--- src/verilog/pllm_pkg.sv ---
// package: register map, field layout and carrier types of the synthesizer config block
package pllm_pkg;
  // register indices; byte address is four times the index
  localparam logic [7:0] IDX_SRST = 8'h00;
  localparam logic [7:0] IDX_FRAC = 8'h04;
  localparam logic [7:0] IDX_SEED = 8'h05;
  localparam logic [7:0] IDX_MOD  = 8'h06;
  localparam logic [7:0] IDX_LKD  = 8'h07;
  localparam logic [7:0] IDX_EN   = 8'h08;
  localparam int         SRST_BIT = 0;
  // modulator_config fields
  localparam int         MOD_ORD_LSB  = 8;
  localparam int         MOD_FRAC_RB  = 10;
  localparam int         MOD_BUF_RB   = 11;
  localparam int         MOD_BYPASS   = 12;
  localparam int         MOD_AUTOSEED = 13;
  localparam int         MOD_FSK      = 15;
  localparam int         MOD_CLK_REF  = 17;
  localparam int         MOD_CLK_INV  = 18;
  localparam int         MOD_CSP_LSB  = 20;
  localparam logic [1:0] ORDER_B      = 2'h2;
  localparam logic [1:0] ORDER_A      = 2'h3;
  // lock_detect_slip_config fields
  localparam int         LKD_WIN_LSB  = 0;
  localparam int         LKD_EN       = 10;
  localparam int         LKD_ASYM     = 11;
  localparam int         LKD_LEAD     = 12;
  localparam int         LKD_RING_OS  = 13;
  localparam int         LKD_DUR_LSB  = 14;
  localparam int         LKD_TRIM_LSB = 17;
  localparam int         LKD_RING_ON  = 19;
  localparam int         LKD_CSP      = 20;
  // block_enables fields
  localparam int         EN_BIAS      = 0;
  localparam int         EN_PUMP      = 1;
  localparam int         EN_DETECT    = 2;
  localparam int         EN_REF_BUF   = 3;
  localparam int         EN_VCO_BUF   = 4;
  localparam int         EN_GP_PADS   = 5;
  localparam int         EN_SDO_PAD   = 6;
  localparam int         EN_DIVCLK    = 7;
  localparam int         EN_VCO_DIV   = 8;
  localparam int         EN_STRETCH   = 10;
  localparam int         EN_RAW_REF   = 12;
  localparam int         EN_DIV_REF   = 13;
  localparam logic [15:0] STRETCH_MIN_N = 16'h0020;
  // reset values
  localparam logic [23:0] MOD_RST  = 24'h842E87;
  localparam logic [20:0] LKD_RST  = 21'h1007FF;
  localparam logic [13:0] EN_RST   = 14'h31FF;
  localparam logic [23:0] FRAC_RST = 24'h000000;
  localparam logic [23:0] SEED_RST = 24'h000000;

  typedef struct packed {
    logic        psel;
    logic        penable;
    logic        pwrite;
    logic [9:0]  paddr;
    logic [31:0] pwdata;
  } pllm_apb_req_t;

  typedef struct packed {
    logic [31:0] prdata;
    logic        pready;
    logic        pslverr;
  } pllm_apb_rsp_t;

  typedef struct packed {
    logic        variant_b;
    logic        variant_a;
    logic        core_rst;
    logic        buf_rst;
    logic        bypass;
    logic        fsk_mode;
    logic        clk_from_ref;
    logic        clk_invert;
    logic [3:0]  csp_mag;
    logic        seed_load;
    logic [23:0] seed;
  } pllm_mod_t;

  typedef struct packed {
    logic       detect_on;
    logic       win_asym;
    logic       win_lead;
    logic       ring_oneshot;
    logic [2:0] oneshot_dur;
    logic [1:0] ring_trim;
    logic       ring_force;
    logic       csp_on;
  } pllm_lkd_t;

  typedef struct packed {
    logic bias_on;
    logic charge_pump_on;
    logic detector_on;
    logic ref_buf_on;
    logic vco_buf_on;
    logic gp_pads_on;
    logic serial_out_pad_on;
    logic divclk_to_logic_on;
    logic vco_div_on;
    logic div_stretch;
    logic raw_reference_to_logic;
    logic divided_reference_to_logic;
  } pllm_en_t;
endpackage

--- src/verilog/pllm_sync3.sv ---
// three-stage input synchroniser that accepts a change once stages two and three agree
`timescale 1ns/1ps
module pllm_sync3 (
  // clock and reset
  input  wire logic i_clk,
  input  wire logic i_rst,
  // pin in, clean level out
  input  wire logic i_d,
  output logic      o_q
);
  typedef struct packed {
    logic s1;
    logic s2;
    logic s3;
    logic q;
  } pllm_sync_t;

  pllm_sync_t st_reg;
  pllm_sync_t st_next;

  always_comb begin
    st_next    = st_reg;
    st_next.s1 = i_d;
    st_next.s2 = st_reg.s1;
    st_next.s3 = st_reg.s2;
    if (st_reg.s2 == st_reg.s3) begin
      st_next.q = st_reg.s3;
    end
  end

  always_ff @(posedge i_clk or posedge i_rst) begin
    if (i_rst) begin
      st_reg <= '0;
    end else begin
      st_reg <= st_next;
    end
  end

  assign o_q = st_reg.q;
endmodule

--- src/verilog/pllm_lockcnt.sv ---
// lock detector: counts consecutive divided-vco edges inside the window
`timescale 1ns/1ps
module pllm_lockcnt (
  // clock and reset
  input  wire logic       i_clk,
  input  wire logic       i_rst,
  // control
  input  wire logic       i_clear,
  input  wire logic [9:0] i_max,
  // detector events
  input  wire logic       i_edge,
  input  wire logic       i_in_win,
  // result
  output logic            o_lock
);
  typedef struct packed {
    logic [9:0] cnt;
    logic       lock;
  } pllm_lk_t;

  pllm_lk_t st_reg;
  pllm_lk_t st_next;

  always_comb begin
    st_next = st_reg;
    if (i_clear) begin
      st_next = '0;
    end else if (i_edge && !i_in_win) begin
      st_next = '0;
    end else if (i_edge) begin
      if (st_reg.cnt != i_max) begin
        st_next.cnt = st_reg.cnt + 10'h001;
      end
      st_next.lock = st_reg.lock | (st_next.cnt == i_max);
    end
  end

  always_ff @(posedge i_clk or posedge i_rst) begin
    if (i_rst) begin
      st_reg <= '0;
    end else begin
      st_reg <= st_next;
    end
  end

  assign o_lock = st_reg.lock;
endmodule

--- src/verilog/pllm_cfg.sv ---
// synthesizer modulator, lock-detect and block-enable configuration registers on apb
//
// Design decision made here: the APB slave port.
`timescale 1ns/1ps
module pllm_cfg (
  // clock and reset
  input  wire logic                  I_CLK,
  input  wire logic                  I_RST,
  // apb slave
  input  wire pllm_pkg::pllm_apb_req_t I_APB,
  output pllm_pkg::pllm_apb_rsp_t    O_APB,
  // modulator side
  input  wire logic [23:0]           I_MOD_OUT,
  input  wire logic                  I_REFDIV_CLK,
  input  wire logic                  I_VCODIV_CLK,
  input  wire logic [15:0]           I_DIV_RATIO,
  output pllm_pkg::pllm_mod_t        O_MOD,
  output logic [23:0]                O_DIV_FRAC,
  output logic                       O_MOD_CLK,
  // keying
  input  wire logic                  I_SERIAL_IN_PIN,
  output logic                       O_KEY,
  // lock detector
  input  wire logic                  I_DIV_EDGE,
  input  wire logic                  I_IN_WINDOW,
  input  wire logic                  I_LOCK_FLAG_OUTPUT_ON,
  output pllm_pkg::pllm_lkd_t        O_LKD,
  output logic                       O_LOCK,
  output logic                       O_LOCK_SERIAL_OUT_PIN,
  // block enables
  output pllm_pkg::pllm_en_t         O_EN
);
  typedef struct packed {
    logic [23:0] modc;
    logic [20:0] lkd;
    logic [13:0] en;
    logic [23:0] frac;
    logic [23:0] seed;
    logic [31:0] prdata;
    logic        pslverr;
    logic        seed_load;
    logic        soft_rst;
    logic [23:0] div_frac;
    logic        stretch;
    logic        key;
    logic        ld_pin;
  } pllm_state_t;

  pllm_state_t st_reg;
  pllm_state_t st_next;
  logic [7:0]  idx;
  logic        setup;
  logic        wr;
  logic        hit;
  logic        key_sync;
  logic        lock;

  assign idx   = I_APB.paddr[9:2];
  assign setup = I_APB.psel && !I_APB.penable;
  assign wr    = I_APB.psel && I_APB.penable && I_APB.pwrite;

  always_comb begin
    hit = 1'b1;
    case (idx)
      pllm_pkg::IDX_SRST: hit = 1'b1;
      pllm_pkg::IDX_FRAC: hit = 1'b1;
      pllm_pkg::IDX_SEED: hit = 1'b1;
      pllm_pkg::IDX_MOD:  hit = 1'b1;
      pllm_pkg::IDX_LKD:  hit = 1'b1;
      pllm_pkg::IDX_EN:   hit = 1'b1;
      default:            hit = 1'b0;
    endcase
  end

  pllm_sync3 u_key_sync (
    .i_clk (I_CLK),
    .i_rst (I_RST),
    .i_d   (I_SERIAL_IN_PIN),
    .o_q   (key_sync)
  );

  pllm_lockcnt u_lock (
    .i_clk    (I_CLK),
    .i_rst    (I_RST),
    .i_clear  (!st_reg.lkd[pllm_pkg::LKD_EN] || st_reg.soft_rst),
    .i_max    (st_reg.lkd[pllm_pkg::LKD_WIN_LSB +: 10]),
    .i_edge   (I_DIV_EDGE),
    .i_in_win (I_IN_WINDOW),
    .o_lock   (lock)
  );

  always_comb begin
    st_next           = st_reg;
    st_next.seed_load = 1'b0;
    st_next.soft_rst  = 1'b0;
    // soft reset returns every register to its default
    if (st_reg.soft_rst) begin
      st_next.modc = pllm_pkg::MOD_RST;
      st_next.lkd  = pllm_pkg::LKD_RST;
      st_next.en   = pllm_pkg::EN_RST;
      st_next.frac = pllm_pkg::FRAC_RST;
      st_next.seed = pllm_pkg::SEED_RST;
    end
    // read data and error latched in setup, shown in access;
    // taken from the next state so a setup right after a soft reset reads defaults
    if (setup) begin
      st_next.pslverr = !hit;
      st_next.prdata  = 32'h00000000;
      if (!I_APB.pwrite) begin
        case (idx)
          pllm_pkg::IDX_FRAC: st_next.prdata = {8'h00, st_next.frac};
          pllm_pkg::IDX_SEED: st_next.prdata = {8'h00, st_next.seed};
          pllm_pkg::IDX_MOD:  st_next.prdata = {8'h00, st_next.modc};
          pllm_pkg::IDX_LKD:  st_next.prdata = {11'h000, st_next.lkd};
          pllm_pkg::IDX_EN:   st_next.prdata = {18'h00000, st_next.en};
          default:            st_next.prdata = 32'h00000000;
        endcase
      end
    end
    if (wr) begin
      case (idx)
        pllm_pkg::IDX_SRST: st_next.soft_rst = I_APB.pwdata[pllm_pkg::SRST_BIT];
        pllm_pkg::IDX_FRAC: begin
          st_next.frac      = I_APB.pwdata[23:0];
          st_next.seed_load = st_reg.modc[pllm_pkg::MOD_AUTOSEED];
        end
        pllm_pkg::IDX_SEED: st_next.seed = I_APB.pwdata[23:0];
        pllm_pkg::IDX_MOD:  st_next.modc = I_APB.pwdata[23:0];
        pllm_pkg::IDX_LKD:  st_next.lkd  = I_APB.pwdata[20:0];
        pllm_pkg::IDX_EN:   st_next.en   = I_APB.pwdata[13:0];
        default:            st_next.pslverr = 1'b1;
      endcase
    end
    // bypass drops the modulator word toward the divider
    st_next.div_frac = st_reg.modc[pllm_pkg::MOD_BYPASS] ? 24'h000000 : I_MOD_OUT;
    st_next.stretch  = st_reg.en[pllm_pkg::EN_STRETCH]
                       && (I_DIV_RATIO > pllm_pkg::STRETCH_MIN_N);
    st_next.key      = st_reg.modc[pllm_pkg::MOD_FSK] && key_sync;
    st_next.ld_pin   = lock && I_LOCK_FLAG_OUTPUT_ON
                       && st_reg.en[pllm_pkg::EN_SDO_PAD];
  end

  always_ff @(posedge I_CLK or posedge I_RST) begin
    if (I_RST) begin
      st_reg      <= '0;
      st_reg.modc <= pllm_pkg::MOD_RST;
      st_reg.lkd  <= pllm_pkg::LKD_RST;
      st_reg.en   <= pllm_pkg::EN_RST;
      st_reg.frac <= pllm_pkg::FRAC_RST;
      st_reg.seed <= pllm_pkg::SEED_RST;
    end else begin
      st_reg <= st_next;
    end
  end

  // apb answer: zero wait states
  assign O_APB.prdata  = st_reg.prdata;
  assign O_APB.pready  = 1'b1;
  assign O_APB.pslverr = st_reg.pslverr;

  // modulator controls
  assign O_MOD.variant_b    = st_reg.modc[pllm_pkg::MOD_ORD_LSB +: 2] == pllm_pkg::ORDER_B;
  assign O_MOD.variant_a    = st_reg.modc[pllm_pkg::MOD_ORD_LSB +: 2] == pllm_pkg::ORDER_A;
  assign O_MOD.core_rst     = !st_reg.modc[pllm_pkg::MOD_FRAC_RB];
  assign O_MOD.buf_rst      = !st_reg.modc[pllm_pkg::MOD_BUF_RB];
  assign O_MOD.bypass       = st_reg.modc[pllm_pkg::MOD_BYPASS];
  assign O_MOD.fsk_mode     = st_reg.modc[pllm_pkg::MOD_FSK];
  assign O_MOD.clk_from_ref = st_reg.modc[pllm_pkg::MOD_CLK_REF];
  assign O_MOD.clk_invert   = st_reg.modc[pllm_pkg::MOD_CLK_INV];
  assign O_MOD.csp_mag      = st_reg.modc[pllm_pkg::MOD_CSP_LSB +: 4];
  assign O_MOD.seed_load    = st_reg.seed_load;
  assign O_MOD.seed         = st_reg.seed;
  assign O_DIV_FRAC         = st_reg.div_frac;
  // modulator clock mux and inversion; keeps running under bypass
  assign O_MOD_CLK = (st_reg.modc[pllm_pkg::MOD_CLK_REF] ? I_REFDIV_CLK : I_VCODIV_CLK)
                     ^ st_reg.modc[pllm_pkg::MOD_CLK_INV];
  assign O_KEY     = st_reg.key;

  // lock detector controls
  assign O_LKD.detect_on    = st_reg.lkd[pllm_pkg::LKD_EN];
  assign O_LKD.win_asym     = st_reg.lkd[pllm_pkg::LKD_ASYM];
  assign O_LKD.win_lead     = st_reg.lkd[pllm_pkg::LKD_LEAD];
  assign O_LKD.ring_oneshot = st_reg.lkd[pllm_pkg::LKD_RING_OS];
  assign O_LKD.oneshot_dur  = st_reg.lkd[pllm_pkg::LKD_DUR_LSB +: 3];
  assign O_LKD.ring_trim    = st_reg.lkd[pllm_pkg::LKD_TRIM_LSB +: 2];
  assign O_LKD.ring_force   = st_reg.lkd[pllm_pkg::LKD_RING_ON];
  assign O_LKD.csp_on       = st_reg.lkd[pllm_pkg::LKD_CSP];
  assign O_LOCK                = lock;
  assign O_LOCK_SERIAL_OUT_PIN = st_reg.ld_pin;

  // block enables
  assign O_EN.bias_on                    = st_reg.en[pllm_pkg::EN_BIAS];
  assign O_EN.charge_pump_on             = st_reg.en[pllm_pkg::EN_PUMP];
  assign O_EN.detector_on                = st_reg.en[pllm_pkg::EN_DETECT];
  assign O_EN.ref_buf_on                 = st_reg.en[pllm_pkg::EN_REF_BUF];
  assign O_EN.vco_buf_on                 = st_reg.en[pllm_pkg::EN_VCO_BUF];
  assign O_EN.gp_pads_on                 = st_reg.en[pllm_pkg::EN_GP_PADS];
  assign O_EN.serial_out_pad_on          = st_reg.en[pllm_pkg::EN_SDO_PAD];
  assign O_EN.divclk_to_logic_on         = st_reg.en[pllm_pkg::EN_DIVCLK];
  assign O_EN.vco_div_on                 = st_reg.en[pllm_pkg::EN_VCO_DIV];
  assign O_EN.div_stretch                = st_reg.stretch;
  assign O_EN.raw_reference_to_logic     = st_reg.en[pllm_pkg::EN_RAW_REF];
  assign O_EN.divided_reference_to_logic = st_reg.en[pllm_pkg::EN_DIV_REF];

  logic wr_mod;
  assign wr_mod = wr && idx == pllm_pkg::IDX_MOD;
endmodule

--- config.mk ---
export PLATFORM = sky130hd
export DESIGN_NAME = pllm_cfg
export DESIGN_NICKNAME = d
export VERILOG_FILES = /design/src/verilog/pllm_pkg.sv /design/src/verilog/pllm_sync3.sv /design/src/verilog/pllm_lockcnt.sv /design/src/verilog/pllm_cfg.sv
export SDC_FILE = /design/constraint.sdc
export NUM_CORES = 1
export LEC_CHECK = 0
export ABC_AREA = 1
export ABC_CLOCK_PERIOD_IN_PS = 12050
export BUFFER_PORTS_ARGS = -buffer_cell sky130_fd_sc_hd__buf_2
export CORE_MARGIN = 2
export CORE_UTILIZATION = 59
export DETAILED_ROUTE_END_ITERATION = 8
export PLACE_DENSITY = 0.84
export SLEW_MARGIN = 20
export SYNTH_ARGS = -nofsm -noshare
export SYNTH_HDL_FRONTEND = slang
export SYNTH_SLANG_ARGS = --single-unit
export TNS_END_PERCENT = 50
--- constraint.sdc ---
create_clock -name I_CLK -period 12.05 [get_ports I_CLK]
set_clock_uncertainty 0.1 [all_clocks]
set_input_delay 2.41 -clock I_CLK [delete_from_list [all_inputs] [get_ports I_CLK]]
set_output_delay 2.41 -clock I_CLK [all_outputs]
set_load 0.005 [all_outputs]
# Yosys cells after proc, flatten, opt, wreduce, memory -nomap -nowiden
# Cells that the tools add are included.
[word_totals]
regBits = 176
output_inout_bits = 122
[op_classes]
add_sub_neg = 1
n_lt_le_gt_ge = 1
eq_ne = 10
n_mux = 24
n_bitwise = 2
n_reduce_logical = 18
[ops]
columns = ["cell", "n"]
rows = [
  ["107-bit two-way mux", 2],
  ["24-bit two-way mux", 5],
  ["24-bit one-hot mux with 5 select lines", 1],
  ["10-bit two-way mux", 4],
  ["11-bit two-way mux", 3],
  ["8-bit by 3-bit == test with 1-bit output, second input constant", 4],
  ["21-bit two-way mux", 1],
  ["16-bit by 6-bit greater-than comparator with 1-bit output, second input constant", 1],
  ["14-bit two-way mux", 1],
  ["10-bit by 1-bit adder with 10-bit output, second input constant", 1],
  ["10-bit == test", 1],
  ["10-bit != test", 1],
  ["8-bit by 4-bit == test with 1-bit output, second input constant", 1],
  ["1-bit logical AND", 8],
  ["8-bit logical NOT", 1],
  ["1-bit logical NOT", 6],
  ["1-bit two-way mux", 6],
  ["6-bit OR reduction", 1],
  ["2-bit == test, second input constant", 2],
  ["3-bit two-way mux", 1],
  ["3-bit nonzero test", 1],
  ["1-bit == test", 1],
  ["1-bit logical OR", 1],
  ["1-bit OR", 1],
  ["1-bit XOR", 1],
]

# Longest topological paths before layout
[logic_depth]
depth_word = 10
ltp_mapped = 16

# Hierarchy
# Synthesis repeated with hierarchy kept, for this count alone.
[hier_totals]
cells_unflattened = 1295
area_unflattened_um2 = 9814.4
[modules_own_cells]
columns = ["module", "n_inst", "cells_each", "area_per_inst_um2"]
rows = [
  ["pllm_cfg", 1, 1106, 8603.3],
  ["pllm_lockcnt", 1, 180, 1091.0],
  ["pllm_sync3", 1, 9, 120.1],
]

# Worst setup path after synthesis
# Ideal clock, no wire load.
[synth_path]
path_kind = "in2out"
from = "input I_REFDIV_CLK"
to = "output O_MOD_CLK"
arrival_time_ns = 2.700
t_required_ns = 9.540
slack_ns = 6.840
stages = 2
n_path_buf = 0
path_cell_list = "mux2i_1 -> xnor2_1"
[synth_via]
elab_chain_len = 2
[synth_lines]
columns = ["element", "line", "text"]
rows = [
  ["from (decl)", "pllm_cfg.sv:14", "input wire logic I_REFDIV_CLK,"],
  ["1-bit two-way mux", "pllm_cfg.sv:175", "assign O_MOD_CLK = (st_reg.modc[pllm_pkg::MOD_CLK_REF] ? I_REFDIV_CLK : I_VCODIV_CLK)"],
  ["1-bit XOR", "pllm_cfg.sv:176", "^ st_reg.modc[pllm_pkg::MOD_CLK_INV];"],
  ["to (decl)", "pllm_cfg.sv:19", "output logic O_MOD_CLK,"],
]
# No other way between the ends.

# Final worst setup path
# Same ends and word-level chain as after synthesis.

==> results.cfg <==
[status]
status = finished, final reports clean

[cells_and_area]
n_antenna_cell = 0
drive_gt1_share_pct = 24.92
syn_to_final_growth_pct = 9.787
largest_reg_flops = 54
fin_nets = 1325
design_area_um2 = 10040

[place]
placed_area_um2 = 9394
dp_slack_ns = 6.581
hpwl_um = 15230
gp_congestion = 0.9504
io_buffers = 195

[critical_path]
regToRegStartpoint = st_reg[27]
worst-setup-path-type = in2out
rr_worst_depth = 4
start_kind = input pin
crit_path_end_kind = output pin
r2r_end = O_APB[5]
cp_data_arrival_time_ns = 2.92
cp_max_fo = 1
cp.required_ns = 9.54
r2r_slack_ns = 9.75
crit_start = I_REFDIV_CLK

[sta]
fmax_mhz = 184.1
max_slew_margin_pct = 29.51
hold_ws_ns = 0.2630
setup_violations = 0
period_needed_ns = 5.431
finalHoldViolCount = 0
layout_setup_ws_ns = 6.619
post-route-period-util_pct = 45.07
worst_slew_pin_slew_ns = 1.056
setup_tns_ns = 0
rsz0062_at_grt = false
drv_slew = 0

[yosys]
synth_edf_count = 0
ys_seq_elements = 176
synth_ff_type = dfrtp_1
netlist_top_cells_area = dfrtp_1, nand2_1, dfstp_2
synth.most_common_cell = nand2_1
syn_area_um2 = 9141
avgSynthCellArea_um2 = 7.860
netlist.area_leader.share_pct = 39.15
synth_warnings = 0
async_flop_share_pct = 100.0
synth_area_leader_cell = dfrtp_1
seq_area_frac_synth_pct = 48.63
ys_top_cells_by_count = nand2_1, nor2_1, dfrtp_1, inv_1, buf_4
ys_types = 47
syn_inst = 1163

[global_routing]
grt_first_pass_wirelength_um = 36480
grt_use_total_pct = 28.74
antenna_found_initial = 0
grt_pass1_vias = 7354
grt_max_degree = 114
grt_overflow_total = 0

[clock_tree]
cts_tree = built
insertion_delay_ns = 0.43
cts_sinks = 176
cts_resized = 0
cts_buffers = 17
h-tree-depth = 4
clockRootBuffer = clkbuf_16
cts_hold_buf = 0
post_cts_buffers = 0
cts_buffer_depth = 2
clkTransAtPathRegs_ns = 0.06

[floorplanning]
num_io_pins = 215
core_area_um2 = 15150
rows = 45
fp.dieH_um = 128.5
initial_core_util_pct = 60.36
die_x_um = 128.5
dieArea_um2 = 16510

[drt]
first_iter_violations = 701
drc = 0
wl_per_cell_um = 16.09
dr.pass1.iters = 5
routed_wl_um = 23050
vias = 7771
via_per_inst = 5.427
drt.antenna.violating_nets = 0

[power]
total_power_uw = 1311
ir_worst_vdd_mv = 0.1009
cellLeakagePower_uw = 0.005336
power.density_nw_per_um2 = 130.6

[worst_hold_path]
hp-start = u_key_sync.st_next[2]
worstHoldPathType = reg2reg
min_path_cells = 0
min_to = u_key_sync.st_next[1]

[run]
max_cap_viol_count = 0
layout make-up:
cell class                      instances  area [um2]
Fill cell                            1245        5110
Multi-Input combinational cell        699        3181
Timing Repair Buffer                  202        1028
Clock inverter                         14       205.2
Tap cell                              188       235.2
Inverter                              135       511.7
Clock buffer                           18       429.2
Sequential cell                       176        4446
worst max path at each step:
stage,endpoint,slack [ns],cells after the start
floorplan,O_APB[0],4.82,1
global placement,O_MOD_CLK,6.64,4
CTS,O_MOD_CLK,6.61,4
finish,O_MOD_CLK,6.62,4
global route,O_MOD_CLK,6.59,4
detailed placement,O_MOD[3],6.58,10
cells in the final DEF, fill, tap and decap left out, drive strengths merged, types with 2 or more instances in the layout:
master  count
xor2        2
o32ai       2
o22ai      20
clkinv      5
nor2      157
conb        9
bufinv      4
nand2     269
nor3b       2
nor4        2
nor3       12
inv       139
dfrtp     143
o21ai      98
nand3      25
a31oi       3
buf       202
clkbuf     18
dfstp      33
nand4      12
or2        13
a21oi      57
xnor2       3
power by group:
group          total [uW]  switching [uW]  internal (uW)
logic                 103            65.6           37.3
clock network         594             242            351
registers             615            6.51            608
total                1310             314            997
logic make-up (layout without fill, tap and decap cells):
group	Yosys count	in the layout	synth area share, %
compound gates	187	187	10.90
mux	1	1	0.1095
simple gates	495	495	22.56
buf+inv	295	369	17.00
xor+xnor	5	5	0.4791
flops	176	176	48.63
fa+ha+maj	2	2	0.2464
other cells	2	9	0.08215
through the flow:
step / instances / utilization [%]
floorplan: 1170 / -
global placement: 1400 / 62.02
detailed placement: 1400 / 62.02
CTS: 1432 / 66.21
global route: 1432 / 66.26
finish: 1432 / 66.26
per-layer routing:
metal / vias to the layer above / routed length (um) / track usage (%)
li1: 3678 / - / -
met1: 3676 / 9191 / 35.89
met2: 365 / 11410 / 48.15
met3: 52 / 1840 / 7.110
met4: 0 / 608 / 11.89
met5: - / 0 / 0
critical path, stage by stage:
cell     delay (ns)
buf_2          0.10
mux2i_1        0.16
xnor2_1        0.13
buf_2          0.13
Power figures use the tool's default switching activity.
